===== src/spicm_cfg.svh =====
// Constants for the SPI client block with host select fallback.
`ifndef SPICM_CFG_SVH
`define SPICM_CFG_SVH

// ==========================================================================
// Register indices (byte address is four times the index)
`define SPICM_IDX_CTRL_FIRST  6'h00
`define SPICM_IDX_CTRL_SECOND 6'h01
`define SPICM_IDX_FLAGS       6'h03
`define SPICM_IDX_DATA        6'h04
`define SPICM_IDX_PIN_DIR     6'h05

// ==========================================================================
// Field positions
`define SPICM_BIT_ENABLE      0
`define SPICM_BIT_HOST        5
`define SPICM_BIT_ORDER       6
`define SPICM_BIT_MODE_LO     0
`define SPICM_BIT_SEL_DISABLE 2
`define SPICM_BIT_WAIT_RX     6
`define SPICM_BIT_BUF_EN      7
`define SPICM_BIT_FLAG_HI     7
`define SPICM_BIT_FLAG_MID    6
`define SPICM_BIT_FLAG_DRE    5
`define SPICM_BIT_SEL_OUT     0
`define SPICM_BIT_MISO_OUT    1

// ==========================================================================
// Reset values and writable masks
`define SPICM_RST_CTRL        8'h00
`define SPICM_RST_PIN_DIR     2'h0
`define SPICM_MASK_CTRL_FIRST 8'h77
`define SPICM_MASK_CTRL_SEC   8'hc7
`define SPICM_LAST_BIT        3'h7

`endif


===== src/spicm_pkg.sv =====
// Types shared by the SPI client block.
package spicm_pkg;

  // ========================================================================
  // Pins seen from the block.
  typedef struct packed {
    logic sck;
    logic selN;
    logic mosi;
  } spicm_pin_in_t;

  typedef struct packed {
    logic misoOut;
    logic misoOeN;
  } spicm_pin_out_t;

  // ========================================================================
  // Operating state of the serial engine.
  typedef enum logic [1:0] {
    SPICM_IDLE = 2'b00,
    SPICM_SEL  = 2'b01,
    SPICM_HOST = 2'b10
  } spicm_state_t;

endpackage


===== src/spicm_core.sv =====
// SPI client engine with host select fallback and an APB register port.
`timescale 1ns/10ps
`include "spicm_cfg.svh"

module spicm_core #(
  parameter int DataW = 8
) (
  // Clock and reset
  input  wire logic                  clk_sys,
  input  wire logic                  rst,
  // APB slave
  input  wire logic                  psel,
  input  wire logic                  penable,
  input  wire logic                  pwrite,
  input  wire logic [7:0]            paddr,
  input  wire logic [31:0]           pwdata,
  output logic      [31:0]           prdata,
  output logic                       pready,
  output logic                       pslverr,
  // SPI pins
  input  wire spicm_pkg::spicm_pin_in_t  pinIn,
  output spicm_pkg::spicm_pin_out_t      pinOut,
  // Status
  output logic                       hostActive
);
  import spicm_pkg::*;

  // ========================================================================
  // Elaboration check: the engine is built around one byte.
  if (DataW != 8) begin : gBadWidth
    $error("spicm_core supports DataW of 8 only");
  end

  // Put one bit into a byte at the end chosen by the order bit.
  function automatic logic [7:0] shiftIn(input logic [7:0] cur,
                                         input logic       b,
                                         input logic       lsbFirst);
    shiftIn = lsbFirst ? {b, cur[7:1]} : {cur[6:0], b};
  endfunction

  // The bit presented first for the chosen order.
  function automatic logic headBit(input logic [7:0] cur,
                                   input logic       lsbFirst);
    headBit = lsbFirst ? cur[0] : cur[7];
  endfunction

  // ========================================================================
  // Registers and state.
  logic [7:0]   controlFirst_q;
  logic [7:0]   controlSecond_q;
  logic [1:0]   pinDir_q;
  logic [2:0]   sckSync_q;
  logic [1:0]   selSync_q;
  logic [1:0]   mosiSync_q;
  spicm_state_t state_q;
  spicm_state_t state_d;
  logic [2:0]   bitCnt_q;
  logic         pending_q;
  logic [7:0]   rxShift_q;
  logic [7:0]   txShift_q;
  logic [7:0]   rxData_q;
  logic [7:0]   txBuf_q;
  logic         bufFull_q;
  logic         shLoaded_q;
  logic         sentAll_q;
  logic         doneD1_q;
  logic         doneD2_q;
  logic         ifFlag_q;
  logic         wrcolFlag_q;
  logic         rxcFlag_q;
  logic         txcFlag_q;
  logic [31:0]  prdata_q;
  logic         misoOut_q;
  logic         misoOeN_q;

  // Decoded controls.
  logic       enable;
  logic       hostBit;
  logic       lsbFirst;
  logic       cpol;
  logic       cpha;
  logic       selDisable;
  logic       waitRx;
  logic       buffered_mode_enable;
  logic       selIsOut;
  logic       misoIsOut;
  logic       selHigh;
  logic       sckRise;
  logic       sckFall;
  logic       leadEdge;
  logic       trailEdge;
  logic       sampleEdge;
  logic       launchEdge;
  logic       selected;
  logic       busy;
  logic       byteDone;
  logic [7:0] newRx;
  logic       fallback;
  logic       promote;
  logic       access;
  logic       setup;
  logic [5:0] idx;
  logic       mapped;
  logic       dataWr;
  logic       flagWr;
  logic       txBufEmpty;
  logic [7:0] flagByte;

  assign enable     = controlFirst_q[`SPICM_BIT_ENABLE];
  assign hostBit    = controlFirst_q[`SPICM_BIT_HOST];
  assign lsbFirst   = controlFirst_q[`SPICM_BIT_ORDER];
  assign cpha       = controlSecond_q[`SPICM_BIT_MODE_LO];
  assign cpol       = controlSecond_q[`SPICM_BIT_MODE_LO + 1];
  assign selDisable = controlSecond_q[`SPICM_BIT_SEL_DISABLE];
  assign waitRx     = controlSecond_q[`SPICM_BIT_WAIT_RX];
  assign buffered_mode_enable      = controlSecond_q[`SPICM_BIT_BUF_EN];
  assign selIsOut   = pinDir_q[`SPICM_BIT_SEL_OUT];
  assign misoIsOut  = pinDir_q[`SPICM_BIT_MISO_OUT];
  assign txBufEmpty = ~bufFull_q;

  // ========================================================================
  // Pin synchronisers. Only the second stage and later are read, so a
  // metastable first stage never reaches the edge detector.
  always_ff @(posedge clk_sys) begin
    if (rst) begin
      sckSync_q  <= 3'h0;
      selSync_q  <= 2'h3;
      mosiSync_q <= 2'h0;
    end else begin
      sckSync_q  <= {sckSync_q[1:0], pinIn.sck};
      selSync_q  <= {selSync_q[0], pinIn.selN};
      mosiSync_q <= {mosiSync_q[0], pinIn.mosi};
    end
  end

  // Edge detection on the synchronised clock; the host must keep each
  // phase over two cycles or edges merge and bits are lost.
  assign selHigh    = selSync_q[1];
  assign sckRise    = sckSync_q[1] & ~sckSync_q[2];
  assign sckFall    = ~sckSync_q[1] & sckSync_q[2];
  assign leadEdge   = cpol ? sckFall : sckRise;
  assign trailEdge  = cpol ? sckRise : sckFall;
  assign sampleEdge = cpha ? trailEdge : leadEdge;
  assign launchEdge = cpha ? leadEdge : trailEdge;

  // ========================================================================
  // Operating state. Pin directions never steer the client inputs.
  always_comb begin
    state_d = SPICM_IDLE;
    if (enable && hostBit) begin
      state_d = SPICM_HOST;
    end else if (enable && !selHigh) begin
      state_d = SPICM_SEL;
    end
  end

  always_ff @(posedge clk_sys) begin
    if (rst) begin
      state_q <= SPICM_IDLE;
    end else begin
      state_q <= state_d;
    end
  end

  assign selected   = (state_q == SPICM_SEL) && !selHigh;
  assign hostActive = (state_q == SPICM_HOST);
  assign busy       = selected && (bitCnt_q != 3'h0 || pending_q);
  assign byteDone   = selected && sampleEdge && bitCnt_q == `SPICM_LAST_BIT;
  assign newRx      = shiftIn(rxShift_q, mosiSync_q[1], lsbFirst);

  // Select fallback: only an input select pin with select handling on.
  assign fallback = enable && hostBit && !selDisable
                    && !selIsOut && !selHigh;

  // Waiting mode: a deselected write climbs into the shift register.
  assign promote = buffered_mode_enable && waitRx && bufFull_q && !shLoaded_q
                   && selHigh && !hostBit;

  // ========================================================================
  // Bit counter and receive shifter; deselect wipes partial bytes.
  always_ff @(posedge clk_sys) begin
    if (rst || !selected) begin
      bitCnt_q  <= 3'h0;
      pending_q <= 1'b0;
      rxShift_q <= 8'h00;
    end else if (sampleEdge) begin
      rxShift_q <= newRx;
      bitCnt_q  <= bitCnt_q + 3'h1;
      pending_q <= (bitCnt_q != `SPICM_LAST_BIT);
    end else if (launchEdge && pending_q) begin
      pending_q <= 1'b0;
    end
  end

  // ========================================================================
  // Transmit shift register. It takes the received byte when nothing
  // waits, so the wait-zero dummy is the old shift content.
  always_ff @(posedge clk_sys) begin
    if (rst) begin
      txShift_q <= 8'h00;
    end else if (byteDone) begin
      if (buffered_mode_enable && bufFull_q) begin
        txShift_q <= txBuf_q;
      end else begin
        txShift_q <= newRx;
      end
    end else if (selected && launchEdge && pending_q) begin
      txShift_q <= lsbFirst ? {1'b0, txShift_q[7:1]}
                            : {txShift_q[6:0], 1'b0};
    end else if (dataWr && !buffered_mode_enable && !busy) begin
      txShift_q <= pwdata[7:0];
    end else if (promote) begin
      txShift_q <= txBuf_q;
    end
  end

  // ========================================================================
  // Transmit buffer; a write while it is full leaves it untouched.
  always_ff @(posedge clk_sys) begin
    if (rst) begin
      txBuf_q    <= 8'h00;
      bufFull_q  <= 1'b0;
      shLoaded_q <= 1'b0;
      sentAll_q  <= 1'b0;
    end else begin
      if (byteDone) begin
        sentAll_q  <= ~(buffered_mode_enable && bufFull_q);
        shLoaded_q <= buffered_mode_enable && bufFull_q;
      end else if (promote) begin
        shLoaded_q <= 1'b1;
      end
      if ((byteDone && buffered_mode_enable && bufFull_q) || promote) begin
        bufFull_q <= 1'b0;
      end else if (dataWr && buffered_mode_enable && txBufEmpty) begin
        txBuf_q   <= pwdata[7:0];
        bufFull_q <= 1'b1;
      end
    end
  end

  // Received byte and the delayed completion steps of buffered mode.
  always_ff @(posedge clk_sys) begin
    if (rst) begin
      rxData_q <= 8'h00;
      doneD1_q <= 1'b0;
      doneD2_q <= 1'b0;
    end else begin
      if (byteDone) begin
        rxData_q <= newRx;
      end
      doneD1_q <= byteDone && buffered_mode_enable;
      doneD2_q <= doneD1_q && sentAll_q;
    end
  end

  // ========================================================================
  // Flags: write one to clear, and a set in the same cycle wins.
  always_ff @(posedge clk_sys) begin
    if (rst) begin
      ifFlag_q    <= 1'b0;
      wrcolFlag_q <= 1'b0;
      rxcFlag_q   <= 1'b0;
      txcFlag_q   <= 1'b0;
    end else begin
      ifFlag_q <= (byteDone && !buffered_mode_enable) || fallback
                  || (ifFlag_q && !(flagWr
                      && pwdata[`SPICM_BIT_FLAG_HI]));
      wrcolFlag_q <= (dataWr && !buffered_mode_enable && busy)
                     || (wrcolFlag_q && !(flagWr
                         && pwdata[`SPICM_BIT_FLAG_MID]));
      rxcFlag_q <= doneD1_q
                   || (rxcFlag_q && !(flagWr
                       && pwdata[`SPICM_BIT_FLAG_HI]));
      txcFlag_q <= doneD2_q
                   || (txcFlag_q && !(flagWr
                       && pwdata[`SPICM_BIT_FLAG_MID]));
    end
  end

  // ========================================================================
  // Control registers. The fallback overrides a same-cycle write, so a
  // host bit set while another host holds select low is cleared a cycle later.
  always_ff @(posedge clk_sys) begin
    if (rst) begin
      controlFirst_q  <= `SPICM_RST_CTRL;
      controlSecond_q <= `SPICM_RST_CTRL;
      pinDir_q        <= `SPICM_RST_PIN_DIR;
    end else begin
      if (access && pwrite && idx == `SPICM_IDX_CTRL_FIRST) begin
        controlFirst_q <= pwdata[7:0] & `SPICM_MASK_CTRL_FIRST;
      end
      if (access && pwrite && idx == `SPICM_IDX_CTRL_SECOND) begin
        controlSecond_q <= pwdata[7:0] & `SPICM_MASK_CTRL_SEC;
      end
      if (access && pwrite && idx == `SPICM_IDX_PIN_DIR) begin
        pinDir_q <= pwdata[1:0];
      end
      if (fallback) begin
        controlFirst_q[`SPICM_BIT_HOST] <= 1'b0;
      end
    end
  end

  // ========================================================================
  // APB decode. Read data is captured in the setup cycle and the slave
  // answers in the first access cycle; unmapped offsets give an error.
  assign idx    = paddr[7:2];
  assign access = psel && penable;
  assign setup  = psel && !penable;
  assign mapped = (idx == `SPICM_IDX_CTRL_FIRST)
               || (idx == `SPICM_IDX_CTRL_SECOND)
               || (idx == `SPICM_IDX_FLAGS)
               || (idx == `SPICM_IDX_DATA)
               || (idx == `SPICM_IDX_PIN_DIR);
  assign dataWr = access && pwrite && idx == `SPICM_IDX_DATA;
  assign flagWr = access && pwrite && idx == `SPICM_IDX_FLAGS;
  assign pready  = 1'b1;
  assign pslverr = access && !mapped;
  assign prdata  = prdata_q;

  // Flag view depends on the buffer mode, as the bits share positions.
  always_comb begin
    flagByte = 8'h00;
    if (buffered_mode_enable) begin
      flagByte[`SPICM_BIT_FLAG_HI]  = rxcFlag_q;
      flagByte[`SPICM_BIT_FLAG_MID] = txcFlag_q;
      flagByte[`SPICM_BIT_FLAG_DRE] = txBufEmpty;
    end else begin
      flagByte[`SPICM_BIT_FLAG_HI]  = ifFlag_q;
      flagByte[`SPICM_BIT_FLAG_MID] = wrcolFlag_q;
    end
  end

  always_ff @(posedge clk_sys) begin
    if (rst) begin
      prdata_q <= 32'h00000000;
    end else if (setup) begin
      case (idx)
        `SPICM_IDX_CTRL_FIRST:  prdata_q <= {24'h000000, controlFirst_q};
        `SPICM_IDX_CTRL_SECOND: prdata_q <= {24'h000000, controlSecond_q};
        `SPICM_IDX_FLAGS:       prdata_q <= {24'h000000, flagByte};
        `SPICM_IDX_DATA:        prdata_q <= {24'h000000, rxData_q};
        `SPICM_IDX_PIN_DIR:     prdata_q <= {30'h00000000, pinDir_q};
        default:                prdata_q <= 32'h00000000;
      endcase
    end
  end

  // ========================================================================
  // Data output pin; enable is low while driving, only when selected.
  always_ff @(posedge clk_sys) begin
    if (rst) begin
      misoOut_q <= 1'b0;
      misoOeN_q <= 1'b1;
    end else begin
      misoOut_q <= headBit(txShift_q, lsbFirst);
      misoOeN_q <= !(selected && misoIsOut);
    end
  end

  assign pinOut.misoOut = misoOut_q;
  assign pinOut.misoOeN = misoOeN_q;

endmodule


===== config.mk =====
export PLATFORM = sky130hd
export DESIGN_NAME = spicm_core
export DESIGN_NICKNAME = d
export VERILOG_FILES = /design/src/spicm_pkg.sv /design/src/spicm_core.sv
export VERILOG_INCLUDE_DIRS = /design/src
export SDC_FILE = /design/constraint.sdc
export NUM_CORES = 1
export LEC_CHECK = 0
export ABC_AREA = 0
export BUFFER_PORTS_ARGS = -buffer_cell sky130_fd_sc_hd__buf_2
export CORE_ASPECT_RATIO = 0.6
export CORE_MARGIN = 2
export CORE_UTILIZATION = 54
export CTS_CLUSTER_DIAMETER = 40
export DETAILED_ROUTE_END_ITERATION = 10
export HOLD_SLACK_MARGIN = 0.02
export PLACE_DENSITY = 0.91
export SLEW_MARGIN = 10
export SYNTH_ARGS = -nofsm -noshare
export SYNTH_HDL_FRONTEND = slang
export SYNTH_SLANG_ARGS = --single-unit

===== constraint.sdc =====
create_clock -name clk_sys -period 2.7 [get_ports clk_sys]
set_clock_uncertainty 0.05 [all_clocks]
set_input_delay 0.27 -clock clk_sys [delete_from_list [all_inputs] [get_ports clk_sys]]
set_output_delay 0.27 -clock clk_sys [all_outputs]
set_load 0.05 [all_outputs]

== Yosys cells after proc, flatten, opt, wreduce, memory -nomap -nowiden ==
Cells that the tools add are included.
Operators by class
  add/subtract/negate cells: 1
  equal/unequal tests: 8
  multiplexer cells: 21
  bitwise logic cells: 7
  reductions and logical operators: 77
Operators with widths (number)
  $mux 8: 7
  $logic_and 1x1->1: 43
  $pmux 8 s5: 1
  $logic_not 1->1: 13
  $eq 6x3->1 const B: 2
  $logic_or 1x1->1: 12
  $mux 1: 11
  $eq 6x1->1 const B: 1
  $eq 6x2->1 const B: 1
  $logic_not 6->1: 1
  $reduce_or 2->1: 3
  $not 1->1: 5
  $mux 2: 2
  $reduce_bool 2->1: 2
  $reduce_bool 4->1: 1
  $add 3x1->3 const B: 1
  $eq 3x3->1 const B: 1
  $ne 3x3->1 const B: 1
  $reduce_bool 3->1: 1
  $and 1x1->1: 2
  $eq 2x1->1 const B: 1
  $eq 2x2->1 const B: 1
  $reduce_and 2->1: 1
Storage, ports and cells
  register bits: 101

== Depth between registers and ports, before layout ==
  depth in word-level cells: 11
  gate-level depth with buffers: 10

== Worst setup path after synthesis ==
OpenSTA, ideal clock, no wires.
  path kind: input to output
  from: input port paddr[4]
  to: output port pslverr
  arrival time: 1745 ps
  required time: 2380 ps
  slack: 635 ps
  stages on the path: 4
  buffers on the path: 1
  path through: clkbuf_1 > nand2b_1 > nand2_1 > a21oi_1
Between the ends
  longest elaborated chain between the ends: 7
RTL lines
  start: declaration: RTL line spicm_core.sv:15  | input wire logic [7:0] paddr,
  $eq 6x1->1 or $logic_not 6->1 (tied branches)
  $logic_or 1x1->1 (3 in a row): RTL line spicm_core.sv:310  | assign mapped = (idx == `SPICM_IDX_CTRL_FIRST)
  $logic_or 1x1->1 *: RTL line spicm_core.sv:310
  $logic_not 1->1 *: RTL line spicm_core.sv:318  | assign pslverr = access && !mapped;
  $logic_and 1x1->1 *: RTL line spicm_core.sv:318
  end: declaration: RTL line spicm_core.sv:19  | output logic pslverr,
Mark *: on every way between the ends. The rest lies on a longest branch, timed or not.

== Worst setup path in the final report ==
  from: register controlFirst_q[6]
  to: register txShift_q[4]
Between the ends
  longest elaborated chain between the ends: 3
RTL lines
  start: declaration: RTL line spicm_core.sv:49  | logic [7:0] controlFirst_q;
  start signal: assignment: RTL line spicm_core.sv:285  | controlFirst_q <= `SPICM_RST_CTRL;
  start signal: assignment: RTL line spicm_core.sv:290  | controlFirst_q <= pwdata[7:0] & `SPICM_MASK_CTRL_FIRST;
  $mux 8 (on tied branches): RTL line spicm_core.sv:208, spicm_core.sv:38
  $mux 8 (on tied branches): RTL line spicm_core.sv:207, spicm_core.sv:202
  $mux 8 *: RTL line spicm_core.sv:201  | end else if (byteDone) begin
  end signal: assignment: RTL line spicm_core.sv:203  | txShift_q <= txBuf_q;
  end signal: assignment: RTL line spicm_core.sv:208  | txShift_q <= lsbFirst ? {1'b0, txShift_q[7:1]}
  end signal: assignment: RTL line spicm_core.sv:211  | txShift_q <= pwdata[7:0];
  end: declaration: RTL line spicm_core.sv:60  | logic [7:0] txShift_q;
Marked as above.
A chain may end at the register's enable or synchronous reset.

==> summary.json <==
{
  "fmax": {"value": 434, "unit": "MHz"},
  "ios": {"value": 85},
  "antenna_cells_inserted": {"value": 0},
  "yosys_warnings": {"value": 0},
  "post-cts-setup-buffer-count": {"value": 0},
  "ff2ff_setup_slack": {"value": 0.39, "unit": "ns"},
  "final.min_clock_period": {"value": 2.31, "unit": "ns"},
  "cp_data_arrival_time": {"value": 2.44, "unit": "ns"},
  "worst_ir_drop_vdd": {"value": 0.514, "unit": "mV"},
  "drive_above_1_share": {"value": 15.7, "unit": "%"},
  "synth.area.mux_share": {"value": 11.3, "unit": "%"},
  "synth_compound_area_share": {"value": 16.2, "unit": "%"},
  "numClockSinks": {"value": 77},
  "rsz0062_at_grt": {"value": "false"},
  "max_slew.worst_pin.slew": {"value": 1.13, "unit": "ns"},
  "place_congestion": {"value": 0.929},
  "drt-initial-drc-count": {"value": 361},
  "leakage": {"value": 1.62, "unit": "nW"},
  "yosysTopAreaCellShare": {"value": 40.8, "unit": "%"},
  "groute.usage.overall": {"value": 24.5, "unit": "%"},
  "synth_top_cells_by_area": {"value": "sky130_fd_sc_hd__dfxtp_1 41%, sky130_fd_sc_hd__mux2i_1 9.5%, sky130_fd_sc_hd__nor2_1 6.2%"},
  "synth-edff-count": {"value": 0},
  "synth-xor-area-share": {"value": 0.663, "unit": "%"},
  "via_count": {"value": 3216},
  "dieHeight": {"value": 68.8, "unit": "µm"},
  "synth_common_cells": {"value": "77 x sky130_fd_sc_hd__dfxtp_1, 62 x sky130_fd_sc_hd__nor2_1, 36 x sky130_fd_sc_hd__a21oi_1, 36 x sky130_fd_sc_hd__mux2i_1, 29 x sky130_fd_sc_hd__nand2_1"},
  "placement.setup.worst_slack": {"value": 0.274, "unit": "ns"},
  "detail_route.wirelength": {"value": 9.19, "unit": "mm"},
  "clockBufferDepth": {"value": 2},
  "fin_ws": {"value": 0.394, "unit": "ns"},
  "root_buffer": {"value": "sky130_fd_sc_hd__clkbuf_16"},
  "post_synth_fa_ha_maj_area_fraction": {"value": 0.995, "unit": "%"},
  "htree_num_levels": {"value": 3},
  "cp.required": {"value": 2.83, "unit": "ns"},
  "largest_net_degree_at_the_start_of_global_routing": {"value": 64},
  "final_min_period_over_clock_period": {"value": 85.4, "unit": "%"},
  "drc": {"value": 0},
  "yosysTopAreaCell": {"value": "sky130_fd_sc_hd__dfxtp_1"},
  "slew_headroom": {"value": 24.7, "unit": "%"},
  "yosysMostFrequentCell": {"value": "sky130_fd_sc_hd__dfxtp_1"},
  "drtAntennaViolNets": {"value": 0},
  "placedCellCount": {"value": 529},
  "power_density": {"value": 600, "unit": "nW/µm²"},
  "cts.clk_slew.worst_paths": {"value": 0.05, "unit": "ns"},
  "initial_antenna_violation_count": {"value": 0},
  "post_cts_sizing": {"value": 0},
  "routed_wire_length_per_instance": {"value": 16.9, "unit": "µm"},
  "die-area": {"value": 7700, "unit": "µm²"},
  "setup_tns": {"value": 0, "unit": "ns"},
  "initial_utilization": {"value": 56.3, "unit": "%"},
  "post-dp-hpwl": {"value": 6.69, "unit": "mm"},
  "post_synth_num_cell_types": {"value": 45},
  "worst-path-max-fanout": {"value": 25},
  "finalNetCount": {"value": 504},
  "outcome": {"value": "complete, no violations"},
  "synth.yosys.seq_area_share": {"value": 40.8, "unit": "%"},
  "max_cap_viol_count": {"value": 0},
  "clock_insertion_delay_worst_skew": {"value": 0.34, "unit": "ns"},
  "placement_rows": {"value": 23},
  "critPathLaunchType": {"value": "register"},
  "avgViaCountPerCell": {"value": 5.90},
  "combinational_family_with_the_most_area_after_synthesis": {"value": "simple AND/OR/NAND/NOR gates"},
  "cts_tree": {"value": "yes"},
  "postSynthCellCount": {"value": 430},
  "worstHoldPathType": {"value": "input port to register"},
  "hold_slack": {"value": 0.0631, "unit": "ns"},
  "syn2layout_area_growth": {"value": 10.8, "unit": "%"},
  "cts_made_buffers": {"value": 9},
  "floorplan.die.width": {"value": 112, "unit": "µm"},
  "first_global_vias": {"value": 2791},
  "synth_flop_cell": {"value": "sky130_fd_sc_hd__dfxtp_1"},
  "synth-simple-area-share": {"value": 19.8, "unit": "%"},
  "core": {"value": 6710, "unit": "µm²"},
  "cp-end-kind": {"value": "register"},
  "post_synth_instance_area": {"value": 3770, "unit": "µm²"},
  "syn_avg_cell_area": {"value": 8.78, "unit": "µm²"},
  "firstDrtPassIters": {"value": 8},
  "global_route_wire_length_before_repair": {"value": 14.0, "unit": "mm"},
  "io_buffer_count": {"value": 33},
  "ys_ff_latch": {"value": 77},
  "post-layout-total-power": {"value": 2.51, "unit": "mW"},
  "ys_async_sr_fraction": {"value": 0, "unit": "%"},
  "grt_overflow_total": {"value": 0},
  "final_cell_count_no_fill": {"value": 545},
  "maxSlewViolCount": {"value": 0},
  "postCtsHoldBufs": {"value": 0},
  "final_hold_viols": {"value": 0},
  "crit_type": {"value": "register to register"},
  "setup_viol": {"value": 0}
}
==> flip-flops by register name, indices dropped and copies added, names as in the netlist, 3 cells and up <==
name,flops
prdata,8
rxData_q,8
rxShift_q,8
txBuf_q,8
txShift_q,8
controlFirst_q,6
controlSecond_q,5
bitCnt_q,3
sckSync_q,3
==> power by group <==
group / total (mW) / internal, mW / leakage [nW] / switching (mW)
Clock: 1.18 / 0.737 / 0.143 / 0.446
Sequential: 1.15 / 1.14 / 0.622 / 0.00384
Combinational: 0.177 / 0.0326 / 0.853 / 0.144
==> routing by layer <==
layer	up-vias	track usage (%)	share of wire, %	wire length (µm)
met5	-	0	0	0
met4	0	10.6	2.1	189
met3	23	7.17	10	962
met2	171	36.7	44	4020
met1	1521	33.5	44	4020
li1	1501	-	-	-
==> kinds of logic after synthesis <==
kind of cell	count (synthesis)
compound gates	88
xor+xnor	2
fa+ha+maj	3
buf+inv	67
flops	77
mux	40
other cells	2
simple gates	151
==> final timing paths <==
kind / startpoint / end / depth (start not counted)
setup reg to reg: controlFirst_q[6] / txShift_q[4] / 4
hold reg to reg: mosiSync_q[0] / mosiSync_q[1] / 1
setup / recovery: controlFirst_q[6] / txShift_q[4] / 4
hold / removal: pinIn[1] / selSync_q[0] / 2
==> final cells by class <==
| class | count | area (µm²) |
|---|---|---|
| clock buffers | 12 | 246 |
| clock inverters | 4 | 47.5 |
| fillers | 563 | 2520 |
| inverters | 12 | 45.0 |
| multi-input cells | 309 | 1940 |
| flip-flops and latches | 77 | 1540 |
| well taps | 87 | 109 |
| repair buffers | 44 | 248 |
==> placed cells by master, fill, tap and decap left out, types with 3 or more instances in the layout <==
| cell type | n |
|---|---|
| sky130_fd_sc_hd__a211o_1 | 8 |
| sky130_fd_sc_hd__a211oi_1 | 19 |
| sky130_fd_sc_hd__a21oi_1 | 36 |
| sky130_fd_sc_hd__a221oi_1 | 6 |
| sky130_fd_sc_hd__a22oi_1 | 4 |
| sky130_fd_sc_hd__and3_1 | 4 |
| sky130_fd_sc_hd__buf_2 | 33 |
| sky130_fd_sc_hd__buf_4 | 11 |
| sky130_fd_sc_hd__clkbuf_16 | 9 |
| sky130_fd_sc_hd__conb_1 | 25 |
| sky130_fd_sc_hd__dfxtp_1 | 77 |
| sky130_fd_sc_hd__ha_1 | 3 |
| sky130_fd_sc_hd__inv_1 | 12 |
| sky130_fd_sc_hd__mux2i_1 | 36 |
| sky130_fd_sc_hd__nand2_1 | 29 |
| sky130_fd_sc_hd__nand2b_1 | 7 |
| sky130_fd_sc_hd__nand3_1 | 15 |
| sky130_fd_sc_hd__nor2_1 | 62 |
| sky130_fd_sc_hd__nor2b_1 | 10 |
| sky130_fd_sc_hd__nor3_1 | 8 |
| sky130_fd_sc_hd__o211a_1 | 6 |
==> through the flow <==
stage	utilization, %	area, µm²
after detailed placement	58.0	3890
after floorplan	-	3860
final	62.4	4180
after CTS	62.4	4180
after global routing	62.4	4180
after global placement	58.0	3890
==> critical path: stages, from the launching register on <==
cell and delay, ns:
sky130_fd_sc_hd__dfxtp_1 1.07, sky130_fd_sc_hd__mux2i_1 0.62, sky130_fd_sc_hd__a21oi_1 0.15, sky130_fd_sc_hd__a21oi_1 0.17, sky130_fd_sc_hd__a221oi_1 0.09
No activity file was read; power rests on OpenSTA's default activity.
